$ cat src/logic/stage_capture_defs.vh
// Register map, field positions, fault mode codes and reset values of the stage capture block.
`ifndef STAGE_CAPTURE_DEFS_VH
`define STAGE_CAPTURE_DEFS_VH

// ----------------------------------------------------------------------------
// Register byte addresses
// ----------------------------------------------------------------------------
`define ADDR_CAP0_LOW     8'h00
`define ADDR_CAP0_HIGH    8'h04
`define ADDR_CAP1_LOW     8'h08
`define ADDR_CAP1_HIGH    8'h0C
`define ADDR_CAP2_LOW     8'h10
`define ADDR_CAP2_HIGH    8'h14
`define ADDR_MATRIX2      8'h18
`define ADDR_MASK0        8'h1C
`define ADDR_MASK1        8'h20
`define ADDR_MASK2        8'h24
`define ADDR_FLAGS0       8'h28
`define ADDR_FLAGS1       8'h2C
`define ADDR_FLAGS2       8'h30
`define ADDR_INCTRL0      8'h34
`define ADDR_INCTRL1      8'h38
`define ADDR_INCTRL2      8'h3C

// ----------------------------------------------------------------------------
// Field positions
// ----------------------------------------------------------------------------
`define BIT_SW_TRIGGER    7
`define BIT_OUT_B_ACT     7
`define BIT_OUT_A_ACT     6
`define BIT_SYNC_ERR      5
`define BIT_EVENT_B       4
`define BIT_EVENT_A       3
`define BIT_CYCLE_END     0
`define MASK_WRITABLE     8'h39
`define FLAGS_W1C         8'hF9
`define INCTRL_CAP_EN     7

// ----------------------------------------------------------------------------
// Fault mode codes and reset values
// ----------------------------------------------------------------------------
`define FM_IGNORE         4'h0
`define FM_JUMP_DT_A      4'h1
`define FM_EXEC_DT        4'h2
`define FM_OPP_WHILE      4'h3
`define FM_DEACTIVATE     4'h4
`define FM_INSERT_DT      4'h5
`define FM_JUMP_DT_B      4'h6
`define FM_HALT           4'h7
`define FM_RETRIG         4'h8
`define FM_RETRIG_FIX     4'h9
`define FM_RETRIG_FIX_OFF 4'hD
`define RESET_BYTE        8'h00
`define RESET_CAPTURE     12'h000

`endif

$ cat src/logic/stage_capture_irq.v
// Fault decode, counter capture, output matrix and flag/mask logic for three power stages.
//
// Behaviour
// (RQ1) Mode zero ignores the selected input; the code still takes it when the block's capture enable is set.
// (RQ2) Modes 1 and 6: jump to opposite dead-time.
// (RQ3) Mode 2: execute full opposite dead-time, wait.
// (RQ4) Mode 3: run opposite while fault active.
// (RQ5) Mode 4: outputs inactive, timing keeps running.
// (RQ6) Mode 5: stop signal, insert dead-time.
// (RQ7) Mode 7: halt stage until software acts.
// (RQ8) Modes 8 and 9: edge retrigger, 9 fixed.
// (RQ9) Mode 13 retrigger plus deactivate; others reserved.
// (RQ10) Software trigger captures; bit shows source.
// (RQ11) Enabled input event loads stage counter.
// (RQ12) 12-bit capture; low read latches shared temp.
// (RQ13) Software never writes capture without trigger.
// (RQ14) Matrix bits set stage 2 output levels.
// (RQ15) Sync error with enable requests interrupt.
// (RQ16) Event A/B with enable requests interrupt.
// (RQ17) Cycle end with enable requests interrupt.
// (RQ18) Output transitions set activity flags, W1C.
// (RQ19) Autorun sync mismatch sets sync error flag.
// (RQ20) Block B event sets flag, W1C.
// (RQ21) Block A event sets flag, W1C.
// (RQ22) Ramp field records ramp of last event.
// (RQ23) Cycle end sets flag, W1C.
// (RQ24) Zero writes and read-only bits ignored.
// (RQ25) Request holds while flag and enable set.
`timescale 1ns/10ps
`include "stage_capture_defs.vh"

module stage_capture_irq (
  input  wire        mclk,
  input  wire        rst,
  input  wire [7:0]  awaddr,
  input  wire        awvalid,
  output reg         awready,
  input  wire [31:0] wdata,
  input  wire [3:0]  wstrb,
  input  wire        wvalid,
  output reg         wready,
  output reg  [1:0]  bresp,
  output reg         bvalid,
  input  wire        bready,
  input  wire [7:0]  araddr,
  input  wire        arvalid,
  output reg         arready,
  output reg  [31:0] rdata,
  output reg  [1:0]  rresp,
  output reg         rvalid,
  input  wire        rready,
  input  wire [35:0] stageCounter,
  input  wire [5:0]  rampIndex,
  input  wire [2:0]  cycleEnd,
  input  wire [2:0]  stageUpdate,
  input  wire [2:0]  autorunEnable,
  input  wire [5:0]  eventInA,
  input  wire [5:0]  eventInB,
  input  wire [2:0]  stageOutputA,
  input  wire [2:0]  stageOutputB,
  input  wire        stage2RawA,
  input  wire        stage2RawB,
  output reg  [2:0]  stageIrq,
  output reg  [11:0] faultActions,
  output reg         stage2OutputA,
  output reg         stage2OutputB
);

  // --------------------------------------------------------------------------
  // Decoded fault actions per stage: bit order is
  // {deact, retrigFixed, retrig, halt, insertDt, oppWhile, execDt, jumpDt}
  // --------------------------------------------------------------------------
  function [7:0] decodeMode;
    input [3:0] mode;
    begin
      decodeMode = 8'h00;
      case (mode)
        // (RQ1) ignored input
        `FM_IGNORE:         decodeMode = 8'h00;
        // (RQ2) jump opposite dead-time
        `FM_JUMP_DT_A:      decodeMode = 8'h01;
        `FM_JUMP_DT_B:      decodeMode = 8'h01;
        // (RQ3) execute opposite dead-time
        `FM_EXEC_DT:        decodeMode = 8'h02;
        // (RQ4) opposite while active
        `FM_OPP_WHILE:      decodeMode = 8'h04;
        // (RQ6) insert dead-time
        `FM_INSERT_DT:      decodeMode = 8'h08;
        // (RQ7) halt stage
        `FM_HALT:           decodeMode = 8'h10;
        // (RQ8) edge retrigger
        `FM_RETRIG:         decodeMode = 8'h20;
        `FM_RETRIG_FIX:     decodeMode = 8'h40;
        // (RQ5) deactivate outputs only
        `FM_DEACTIVATE:     decodeMode = 8'h80;
        // (RQ9) fixed retrigger with deactivate
        `FM_RETRIG_FIX_OFF: decodeMode = 8'hC0;
        default:            decodeMode = 8'h00;
      endcase
    end
  endfunction

  // --------------------------------------------------------------------------
  // Input synchronisers: three stages, change accepted when last two agree
  // --------------------------------------------------------------------------
  reg  [11:0] syncA_reg;
  reg  [11:0] syncB_reg;
  reg  [11:0] syncC_reg;
  reg  [11:0] inLevel_reg;
  wire [11:0] rawIn = {eventInB, eventInA};
  wire [11:0] agreed = ~(syncB_reg ^ syncC_reg);

  always @(posedge mclk or posedge rst) begin
    if (rst) begin
      syncA_reg   <= 12'h000;
      syncB_reg   <= 12'h000;
      syncC_reg   <= 12'h000;
      inLevel_reg <= 12'h000;
    end else begin
      syncA_reg   <= rawIn;
      syncB_reg   <= syncA_reg;
      syncC_reg   <= syncB_reg;
      inLevel_reg <= (agreed & syncC_reg) | (~agreed & inLevel_reg);
    end
  end

  // --------------------------------------------------------------------------
  // Register storage
  // --------------------------------------------------------------------------
  reg [11:0] capVal_reg [0:2];
  reg [2:0]  capSw_reg;
  reg [7:0]  temp_reg;
  reg [7:0]  matrix_reg;
  reg [7:0]  mask_reg [0:2];
  reg [7:0]  flags_reg [0:2];
  reg [7:0]  inCtrl_reg [0:2];
  reg [2:0]  prevOutA_reg;
  reg [2:0]  prevOutB_reg;

  // Input control word per stage: {capEnB, capEnA, two unused bits, mode}; one 4-bit mode serves both blocks.
  // Edge sense is applied upstream, so a rising level is the event.
  reg  [11:0] inPrev_reg;
  wire [11:0] inEdge = inLevel_reg & ~inPrev_reg;

  // --------------------------------------------------------------------------
  // Bus slave: one write and one read under way at a time
  // --------------------------------------------------------------------------
  reg  [7:0]  wAddr_reg;
  reg         wAddrOk_reg;
  reg  [7:0]  wByte_reg;
  reg         wDataOk_reg;
  reg         wByteEn_reg;
  wire        doWrite = wAddrOk_reg & wDataOk_reg & ~bvalid;
  wire [7:0]  wr = wByteEn_reg ? wByte_reg : 8'h00;

  function isMapped;
    input [7:0] a;
    begin
      isMapped = (a[1:0] == 2'b00) && (a <= `ADDR_INCTRL2);
    end
  endfunction

  always @(posedge mclk or posedge rst) begin
    if (rst) begin
      awready     <= 1'b1;
      wready      <= 1'b1;
      bvalid      <= 1'b0;
      bresp       <= 2'b00;
      wAddr_reg   <= 8'h00;
      wAddrOk_reg <= 1'b0;
      wByte_reg   <= 8'h00;
      wDataOk_reg <= 1'b0;
      wByteEn_reg <= 1'b0;
    end else begin
      if (awvalid && awready) begin
        wAddr_reg   <= awaddr;
        wAddrOk_reg <= 1'b1;
        awready     <= 1'b0;
      end
      if (wvalid && wready) begin
        wByte_reg   <= wdata[7:0];
        wByteEn_reg <= wstrb[0];
        wDataOk_reg <= 1'b1;
        wready      <= 1'b0;
      end
      if (doWrite) begin
        bvalid      <= 1'b1;
        bresp       <= isMapped(wAddr_reg) ? 2'b00 : 2'b10;
        wAddrOk_reg <= 1'b0;
        wDataOk_reg <= 1'b0;
      end
      if (bvalid && bready) begin
        bvalid  <= 1'b0;
        awready <= 1'b1;
        wready  <= 1'b1;
      end
    end
  end

  // Write strobes. The function takes all it reads as arguments, so a continuous
  // assignment that calls it follows every change of the write state.
  wire        wrGo = doWrite & wByteEn_reg;

  function wrHit;
    input       go;
    input [7:0] have;
    input [7:0] want;
    begin
      wrHit = go && (have == want);
    end
  endfunction

  wire [2:0] swTrig;
  wire [2:0] maskWr;
  wire [2:0] flagsWr;
  wire [2:0] inCtrlWr;
  assign swTrig[0]   = wrHit(wrGo, wAddr_reg, `ADDR_CAP0_HIGH) && wr[`BIT_SW_TRIGGER];
  assign swTrig[1]   = wrHit(wrGo, wAddr_reg, `ADDR_CAP1_HIGH) && wr[`BIT_SW_TRIGGER];
  assign swTrig[2]   = wrHit(wrGo, wAddr_reg, `ADDR_CAP2_HIGH) && wr[`BIT_SW_TRIGGER];
  assign maskWr[0]   = wrHit(wrGo, wAddr_reg, `ADDR_MASK0);
  assign maskWr[1]   = wrHit(wrGo, wAddr_reg, `ADDR_MASK1);
  assign maskWr[2]   = wrHit(wrGo, wAddr_reg, `ADDR_MASK2);
  assign flagsWr[0]  = wrHit(wrGo, wAddr_reg, `ADDR_FLAGS0);
  assign flagsWr[1]  = wrHit(wrGo, wAddr_reg, `ADDR_FLAGS1);
  assign flagsWr[2]  = wrHit(wrGo, wAddr_reg, `ADDR_FLAGS2);
  assign inCtrlWr[0] = wrHit(wrGo, wAddr_reg, `ADDR_INCTRL0);
  assign inCtrlWr[1] = wrHit(wrGo, wAddr_reg, `ADDR_INCTRL1);
  assign inCtrlWr[2] = wrHit(wrGo, wAddr_reg, `ADDR_INCTRL2);

  // Read channel; a low-byte read is what latches the shared temp register.
  wire       doRead = arvalid && arready;
  reg  [7:0] rdByte;
  reg  [1:0] rdIdx;
  reg        rdLow;

  always @* begin
    rdByte = 8'h00;
    rdIdx  = 2'd0;
    rdLow  = 1'b0;
    case (araddr)
      `ADDR_CAP0_LOW:  begin rdByte = capVal_reg[0][7:0]; rdLow = 1'b1; rdIdx = 2'd0; end
      `ADDR_CAP1_LOW:  begin rdByte = capVal_reg[1][7:0]; rdLow = 1'b1; rdIdx = 2'd1; end
      `ADDR_CAP2_LOW:  begin rdByte = capVal_reg[2][7:0]; rdLow = 1'b1; rdIdx = 2'd2; end
      `ADDR_CAP0_HIGH: rdByte = temp_reg;
      `ADDR_CAP1_HIGH: rdByte = temp_reg;
      `ADDR_CAP2_HIGH: rdByte = temp_reg;
      `ADDR_MATRIX2:   rdByte = matrix_reg;
      `ADDR_MASK0:     rdByte = mask_reg[0];
      `ADDR_MASK1:     rdByte = mask_reg[1];
      `ADDR_MASK2:     rdByte = mask_reg[2];
      `ADDR_FLAGS0:    rdByte = flags_reg[0];
      `ADDR_FLAGS1:    rdByte = flags_reg[1];
      `ADDR_FLAGS2:    rdByte = flags_reg[2];
      `ADDR_INCTRL0:   rdByte = inCtrl_reg[0];
      `ADDR_INCTRL1:   rdByte = inCtrl_reg[1];
      `ADDR_INCTRL2:   rdByte = inCtrl_reg[2];
      default:         rdByte = 8'h00;
    endcase
  end

  always @(posedge mclk or posedge rst) begin
    if (rst) begin
      arready <= 1'b1;
      rvalid  <= 1'b0;
      rdata   <= 32'h00000000;
      rresp   <= 2'b00;
    end else if (doRead) begin
      arready <= 1'b0;
      rvalid  <= 1'b1;
      rdata   <= {24'h000000, rdByte};
      rresp   <= isMapped(araddr) ? 2'b00 : 2'b10;
    end else if (rvalid && rready) begin
      rvalid  <= 1'b0;
      arready <= 1'b1;
    end
  end

  // --------------------------------------------------------------------------
  // Capture, flags and output logic per stage
  // --------------------------------------------------------------------------
  integer     s;
  reg  [2:0]  predEnd;
  wire [5:0]  capHit;
  wire [23:0] flagsNext;
  wire [11:0] actNext;

  always @* begin
    predEnd = {cycleEnd[1] | stageUpdate[1], cycleEnd[0] | stageUpdate[0],
               cycleEnd[2] | stageUpdate[2]};
  end

  // Next flags and fault actions are built per stage here, so that the storage
  // process below only latches them and stays free of blocking temporaries.
  genvar g;
  generate
    for (g = 0; g < 3; g = g + 1) begin : stageLogic
      wire [3:0] mode    = inCtrl_reg[g][3:0];
      wire [7:0] act     = decodeMode(mode);
      wire       edgeA   = inEdge[g*2] | inEdge[g*2 + 1];
      wire       edgeB   = inEdge[6 + g*2] | inEdge[7 + g*2];
      // (RQ1) ignored when mode zero and the block's capture enable is clear
      wire       hitA    = edgeA & ((mode != `FM_IGNORE) | inCtrl_reg[g][6]);
      wire       hitB    = edgeB & ((mode != `FM_IGNORE) | inCtrl_reg[g][7]);
      wire       anyHit  = hitA | hitB;
      wire       faultLv = inLevel_reg[g*2] | inLevel_reg[g*2 + 1] |
                           inLevel_reg[6 + g*2] | inLevel_reg[7 + g*2];
      // (RQ24) only ones clear
      wire [7:0] clr     = flagsWr[g] ? (wr & `FLAGS_W1C) : 8'h00;
      wire [7:0] kept    = flags_reg[g] & ~clr;
      // (RQ19) autorun sync mismatch
      wire       syncBad = autorunEnable[g] & ((cycleEnd[g] | stageUpdate[g]) ^ predEnd[g]);

      // (RQ11) enabled input capture
      assign capHit[g*2 +: 2] = {hitB & inCtrl_reg[g][7], hitA & inCtrl_reg[g][6]};
      // (RQ18) activity flags, set beats clear
      assign flagsNext[g*8 + `BIT_OUT_B_ACT] = kept[`BIT_OUT_B_ACT] |
                                               (stageOutputB[g] ^ prevOutB_reg[g]);
      assign flagsNext[g*8 + `BIT_OUT_A_ACT] = kept[`BIT_OUT_A_ACT] |
                                               (stageOutputA[g] ^ prevOutA_reg[g]);
      assign flagsNext[g*8 + `BIT_SYNC_ERR]  = kept[`BIT_SYNC_ERR] | syncBad;
      // (RQ20) block B event flag
      assign flagsNext[g*8 + `BIT_EVENT_B]   = kept[`BIT_EVENT_B] | hitB;
      // (RQ21) block A event flag
      assign flagsNext[g*8 + `BIT_EVENT_A]   = kept[`BIT_EVENT_A] | hitA;
      // (RQ22) ramp of last event
      assign flagsNext[g*8 + 1 +: 2]         = anyHit ? rampIndex[g*2 +: 2] : kept[2:1];
      // (RQ23) end of cycle flag
      assign flagsNext[g*8 + `BIT_CYCLE_END] = kept[`BIT_CYCLE_END] | cycleEnd[g];
      // (RQ2) (RQ5) (RQ9) fault action bits per stage
      assign actNext[g*4 +: 4] = {act[7] & faultLv, act[4] & anyHit,
                                  (|act[6:5]) & anyHit, (|act[3:0]) & anyHit};
    end
  endgenerate

  always @(posedge mclk or posedge rst) begin
    if (rst) begin
      for (s = 0; s < 3; s = s + 1) begin
        capVal_reg[s] <= `RESET_CAPTURE;
        mask_reg[s]   <= `RESET_BYTE;
        flags_reg[s]  <= `RESET_BYTE;
        inCtrl_reg[s] <= `RESET_BYTE;
      end
      capSw_reg    <= 3'b000;
      temp_reg     <= `RESET_BYTE;
      matrix_reg   <= `RESET_BYTE;
      prevOutA_reg <= 3'b000;
      prevOutB_reg <= 3'b000;
      inPrev_reg   <= 12'h000;
      stageIrq     <= 3'b000;
      faultActions <= 12'h000;
      stage2OutputA <= 1'b0;
      stage2OutputB <= 1'b0;
    end else begin
      inPrev_reg   <= inLevel_reg;
      prevOutA_reg <= stageOutputA;
      prevOutB_reg <= stageOutputB;
      if (doRead && rdLow) begin
        // (RQ12) coherent high byte
        temp_reg <= {capSw_reg[rdIdx], 3'b000, capVal_reg[rdIdx][11:8]};
      end
      if (wrHit(wrGo, wAddr_reg, `ADDR_MATRIX2)) begin
        matrix_reg <= wr;
      end
      for (s = 0; s < 3; s = s + 1) begin
        // (RQ10) (RQ11) trigger or input capture
        if (swTrig[s] || capHit[s*2] || capHit[s*2 + 1]) begin
          capVal_reg[s] <= stageCounter[s*12 +: 12];
          capSw_reg[s]  <= swTrig[s];
        end
        if (maskWr[s]) begin
          mask_reg[s] <= wr & `MASK_WRITABLE;
        end
        if (inCtrlWr[s]) begin
          inCtrl_reg[s] <= wr;
        end
        flags_reg[s] <= flagsNext[s*8 +: 8];
        // (RQ15) (RQ16) (RQ17) (RQ25) level request from registered flags
        stageIrq[s] <= |(flags_reg[s] & mask_reg[s] & `MASK_WRITABLE);
      end
      faultActions <= actNext;
      // (RQ14) matrix drives stage 2 levels
      stage2OutputA <= matrix_reg[{1'b0, rampIndex[5:4]}] & stage2RawA;
      stage2OutputB <= matrix_reg[{1'b1, rampIndex[5:4]}] & stage2RawB;
    end
  end

endmodule

$ cat config.mk
export PLATFORM = sky130hd
export DESIGN_NAME = stage_capture_irq
export DESIGN_NICKNAME = d
export VERILOG_FILES = /design/src/logic/stage_capture_irq.v
export VERILOG_INCLUDE_DIRS = /design/src /design/src/logic
export SDC_FILE = /design/constraint.sdc
export NUM_CORES = 1
export LEC_CHECK = 0
export BUFFER_PORTS_ARGS = -buffer_cell sky130_fd_sc_hd__buf_4
export CAP_MARGIN = 25
export CORE_ASPECT_RATIO = 0.8
export CORE_MARGIN = 8
export CORE_UTILIZATION = 50
export CTS_CLUSTER_DIAMETER = 80
export DETAILED_ROUTE_END_ITERATION = 8
export PLACE_DENSITY = 0.73
export SYNTH_ARGS = -nofsm -noshare
export SYNTH_HDL_FRONTEND = slang
export SYNTH_SLANG_ARGS = --single-unit
$ cat constraint.sdc
create_clock -name mclk -period 7.25 [get_ports mclk]
set_clock_uncertainty 0.05 [all_clocks]
set_input_delay 0 -clock mclk [delete_from_list [all_inputs] [get_ports mclk]]
set_output_delay 0 -clock mclk [all_outputs]
set_load 0.02 [all_outputs]
# Word-level counts from Yosys, hierarchy flattened
# Memory sizes are Yosys's and may differ from the RTL's.
# Index checks and enable logic that the tools add are counted.
[totals] regBits=231 latch_bits=0 ramBits=0 rom_bits=384 input_bits=130 out_inout_bits=58 word_cells=271 mem_count=3
[memory_table] name="(name not given)" depth=16 word_bits=8 read_ports=1 rd_ports_with_merged_regs=0 write_ports=0 line_no="stage_capture_irq.v:77" source="case (mode)"
[memory_table] name="(name not given)" depth=16 word_bits=8 read_ports=1 rd_ports_with_merged_regs=0 write_ports=0 line_no="stage_capture_irq.v:77"
[memory_table] name="(name not given)" depth=16 word_bits=8 read_ports=1 rd_ports_with_merged_regs=0 write_ports=0 line_no="stage_capture_irq.v:77"
[classes] addsub=0 multipliers=0 div=0 n_lt_le_gt_ge=6 n_eq_ne=28 shifts=0 mux=35 bitwise=105 reduce_logical=53
[op_table] cell="$eq A8 B6 Y1 const B" n=16
[op_table] cell="$pmux W8 S14" n=1
[op_table] cell="$eq A8 B5 Y1 const B" n=7
[op_table] cell="$or A1 B1 Y1" n=45
[op_table] cell="$and A12 B12 Y12" n=3
[op_table] cell="$not A12 Y12" n=3
[op_table] cell="$and A1 B1 Y1" n=32
[op_table] cell="$mux W8" n=4
[op_table] cell="$and A8 B8 Y8" n=3
[op_table] cell="$bmux W12 S2" n=1
[op_table] cell="$eq A8 B4 Y1 const B" n=3
[op_table] cell="$logic_and A1 B1 Y1" n=24
[op_table] cell="$mux W12" n=2
[op_table] cell="$not A8 Y8" n=3
[op_table] cell="$reduce_or A4 Y1" n=6
[op_table] cell="$and A6 B6 Y6" n=3
[op_table] cell="$mux W1" n=18
[op_table] cell="$eq A8 B3 Y1 const B" n=2
[op_table] cell="$le A8 B6 Y1 const B" n=2
[op_table] cell="$or A12 B12 Y12" n=1
[op_table] cell="$reduce_bool A2 Y1" n=6
[op_table] cell="$reduce_bool A4 Y1" n=3
[op_table] cell="$xor A12 B12 Y12" n=1
[op_table] cell="$mux W2" n=5
[op_table] cell="14 further kinds" n=33

# Depth between registers and ports, before layout
[logic_depth] word_depth=8 ltp_mapped=8 ltp_nobuf=5

# Worst setup path before layout
# Ideal clock, no wire load.
[synth_path] path_kind="reg-to-reg" from="reg bvalid" to="reg capVal_reg[12] in the netlist's numbering" setup_time_ns=0.125 t_arrival_ns=1.756 t_required_ns=7.075 slack_ns=5.320 stages_incl_launch_ff=8 n_path_buf=2 synth_period_minus_slack_ns=1.930 path_cell_list="dfrtp_1 -> and3b_1 -> and3_1 -> buf_2 -> nand3_2 -> nand2_1 -> buf_4 -> mux2_2"
[synth_between] elab_chain_cells=7
[synth_rtl] element="start, declared" line_no="stage_capture_irq.v:43" source="output reg bvalid,"
[synth_rtl] element="start signal, assigned" line_no="stage_capture_irq.v:167" source="bvalid <= 1'b0;"
[synth_rtl] element="start signal, assigned" line_no="stage_capture_irq.v:187" source="bvalid <= 1'b1;"
[synth_rtl] element="start signal, assigned" line_no="stage_capture_irq.v:193" source="bvalid <= 1'b0;"
[synth_rtl] element="$not A1 Y1" line_no="stage_capture_irq.v:153" source="wire doWrite = wAddrOk_reg & wDataOk_reg & ~bvalid;"
[synth_rtl] element="$and A1 B1 Y1" line_no="stage_capture_irq.v:153"
[synth_rtl] element="$and A1 B1 Y1" line_no="stage_capture_irq.v:202" source="wire wrGo = doWrite & wByteEn_reg;"
[synth_rtl] element="$logic_and A1 B1 Y1" line_no="stage_capture_irq.v:209" source="wrHit = go && (have == want);"
[synth_rtl] element="$logic_and A1 B1 Y1" line_no="stage_capture_irq.v:218" source="assign swTrig[1] = wrHit(wrGo, wAddr_reg, `ADDR_CAP1_HIGH) && wr[`BIT_SW_TRIGGER];"
[synth_rtl] element="$logic_or A1 B1 Y1 (2 in series)" line_no="stage_capture_irq.v:366" source="if (swTrig[s] || capHit[s*2] || capHit[s*2 + 1]) begin"
[synth_rtl] element="end signal, assigned by index" line_no="stage_capture_irq.v:338" source="capVal_reg[s] <= `RESET_CAPTURE;"
[synth_rtl] element="end signal, assigned by index" line_no="stage_capture_irq.v:367" source="capVal_reg[s] <= stageCounter[s*12 +: 12];"
[synth_rtl] element="end, declared" line_no="stage_capture_irq.v:130" source="reg [11:0] capVal_reg [0:2];"
# No other way between the ends.
# A chain may end at the register's enable or synchronous reset.

# Worst setup path after layout
[layout_path] from="in araddr[0]" to="reg rdata[3]"
[layout_between] elab_chain_cells=3 elab_cells_between_ends=18 classes_between="eq/ne: 15; mux: 1; reduce/logical: 2"
[layout_rtl] element="start, declared" line_no="stage_capture_irq.v:45" source="input wire [7:0] araddr,"
[layout_rtl] element="$eq A8 B5 Y1 (tied with other cells)" line_no="stage_capture_irq.v:240" source="case (araddr)"
[layout_rtl] element="$reduce_or A3 Y1 (no source line)"
[layout_rtl] element="$pmux W8 S14 (*)" line_no="stage_capture_irq.v:240"
[layout_rtl] element="end signal, assigned" line_no="stage_capture_irq.v:270" source="rdata <= {24'h000000, rdByte};"
[layout_rtl] element="end, declared" line_no="stage_capture_irq.v:48" source="output reg [31:0] rdata,"
# Mark *: on every way between the ends. The rest lies on a longest branch, timed or not.

==> metrics.yaml <==
outcome:
  outcome: "complete, no violations"
layout:
  final_nets: 1169
  layout_commonest_cell: "dfrtp_1"
  fillers: 1473
  drive_above_1_share_pct: 26.35
  area_delta_synth_final_pct: 29.63
  largest_reg_flops: 36
  final_cell_mix: "226 x dfrtp_1, 136 x buf_4, 109 x nand2_1"
  ff_latch_area_mm2: 0.005734
  antenna_cells: 0
  multi_input_area_mm2: 0.003587
sta:
  max_slew_margin_pct: 44.18
  fin_tns_setup_ps: 0
  period_needed_ps: 2745
  fin_crit_sh_pct: 37.87
  worst_pin_slew_ps: 837.4
  slew_violations: 0
  max_clock_freq_mhz: 364.2
  hold_viol: 0
  rsz0062_at_grt: "false"
  finalSetupViolations: 0
critical_path:
  endpoint_kind: "flop"
  reg2reg_to: "capVal_reg[18]"
  worstPathRequired_ps: 7640
  r2r_cells: 5
  rr_startpoint: "wByteEn_reg"
  r2r_setup_slack_ps: 4740
  start_kind: "input pin"
  worstSetupPathType: "input pin to flop"
  critPathMaxFanout: 8
  cp_data_arrival_time_ps: 3140
floorplan:
  die_y_um: 140.7
  rows: 45
  die_w_um: 171.9
  core_mm2: 0.01903
  dieArea_mm2: 0.02420
  start_util_pct: 51.10
  io_pins: 188
power:
  max-vdd-ir-drop_mv: 0.2242
  seq_power_share_pct: 47.3
  powerDensity_mw_per_mm2: 259.7
  p_leak_nw: 5.795
  netSwitchingFraction_pct: 27.02
  design_power_total_w: 0.003274
  p_int_w: 0.002390
  p_sw_w: 0.0008847
  p_comb_share_pct: 15.6
  clkPwrFrac_pct: 37.0
detailed_routing:
  drt-initial-drc-count: 704
  drcViolationCount: 0
  viasPerCell: 5.455
  dr_total_vias: 7162
  drtAntennaViolNets: 0
  drt_wl_total_um: 26310
  first_pass_iters: 5
  wl_per_cell_um: 20.04
clocking:
  clk-insertion-delay-late_ps: 510
  clock-sinks: 229
  tritoncts.num_buffers: 23
  h-tree-depth: 1
  path_clk_slew_ps: 60
  tritoncts: "done"
  ctsRootBufferMaster: "clkbuf_16"
  cts_buffer_depth: 3
flow_run:
  drv_cap: 0
synth:
  ys.flop_type: "dfrtp_1"
  async_flop_share_pct: 100.0
  synth_area_mm2: 0.009724
  synth.distinct_cells: 69
  ys_ff_latch: 229
  syn_area_per_cell_um2: 12.16
  yosysWarnings: 0
  synth-edff-count: 0
  syn_inst: 800
  synth_seq_area_share_pct: 58.97
global_routing:
  gr-total-overflow: 0
  groute.usage.overall_pct: 22.18
  grt_pass1_vias: 7437
  grt_max_degree: 101
  grt_pass1_wl_um: 41910
  antenna_found_initial: 0
hold_path:
  hold_end: "rdata[0]"
  holdCritPathClass: "input pin to flop"
  whs_path_depth: 4
  min_from: "araddr[1]"
placement:
  dpl.hpwl_um: 17840
  gp_congestion: 0.9156
  portBuffers: 134
## stage by stage
stage | util, % | instance area, um2 | std cells | hold slack [ps] | setup slack, ps
after floorplan | - | 9818 | 825 | -18.57 | 928.7
after global placement | 56.52 | 10760 | 1165 | 59.41 | 4828
after detailed placement | 56.52 | 10760 | 1165 | 60.38 | 4808
after CTS | 66.24 | 12610 | 1313 | 11.08 | 4601
after global routing | 66.24 | 12610 | 1313 | 45.99 | 4435
final | 66.24 | 12610 | 1313 | 49.84 | 4505
## worst max-delay path by stage
stage	startpoint	end	slack [ps]	depth (start not counted)
6_report	araddr[0]	rdata[3]	4500	8
5_1_grt	araddr[0]	rdata[3]	4430	8
4_1_cts	araddr[0]	rdata[3]	4600	8
3_5_place_dp	wByteEn_reg	capVal_reg[18]	4810	5
3_3_place_gp	wByteEn_reg	capVal_reg[17]	4830	5
2_1_floorplan	rst	async pin	930	1
## layer usage
metal / global-route usage, % / share of wire, % / up-vias / wire, um
met5: 0 / 0 / - / 0
met4: 4.846 / 1.8 / 0 / 472
met3: 4.492 / 8.2 / 36 / 2167
met2: 34.83 / 46 / 278 / 12170
met1: 31.38 / 44 / 3568 / 11500
li1: - / - / 3280 / -
## what timing repair did
item | CTS | global route
hold endpoints to repair | 198 | 0
resized for setup | 0 | 0
hold buffers | 107 | 0
setup buffers | 0 | 0
## synthesized netlist by cell type (9+ instances only)
library cell / instances / share of area [%]
nor3_1: 10 / 0.51
nand4_1: 10 / 0.64
a22oi_1: 9 / 0.69
mux2_2: 73 / 8.5
a22o_1: 9 / 0.81
nand2_1: 109 / 4.2
nand3_1: 17 / 0.87
buf_2: 9 / 0.46
o21ai_0: 86 / 4.4
mux2i_1: 18 / 1.9
inv_1: 22 / 0.85
maj3_1: 12 / 1.2
buf_4: 32 / 2.5
dfrtp_1: 226 / 58
a21oi_1: 12 / 0.62
## critical path, stage by stage
cell,delay (ps)
dlygate4sd3_1,550
buf_4,180
nor3b_1,480
dlygate4sd3_1,650
nand2_1,50
dlygate4sd3_1,560
a31oi_1,120
dlygate4sd3_1,550
## cell families after synthesis
family | synth area share [%]
AOI/OAI and AO/OA | 9.663
xor gates and xnor gates | 1.081
adders and majority gates | 1.235
buffers and inverters | 5.108
DFF | 58.97
muxes | 11.70
other | 0.03856
and+or+nand+nor | 12.21
## layout make-up
class	count	area share (%)
Sequential cell	229	45.49
Inverter	22	0.7146
Multi-Input combinational cell	520	28.46
Clock buffer	33	5.340
Tap cell	258	2.561
Timing Repair Buffer	243	16.60
Clock inverter	8	0.8437
## power by group through the flow
stage / combinational [W] / clock (W) / sequential (W)
2_1_floorplan: 0.000300 / 0 / 0.00154
3_3_place_gp: 0.000442 / 0 / 0.00156
3_5_place_dp: 0.000452 / 0 / 0.00157
4_1_cts: 0.000505 / 0.00124 / 0.00155
5_1_grt: 0.000557 / 0.00129 / 0.00157
6_report: 0.000511 / 0.00121 / 0.00155
Note: power is estimated with default switching activity, not from simulation.
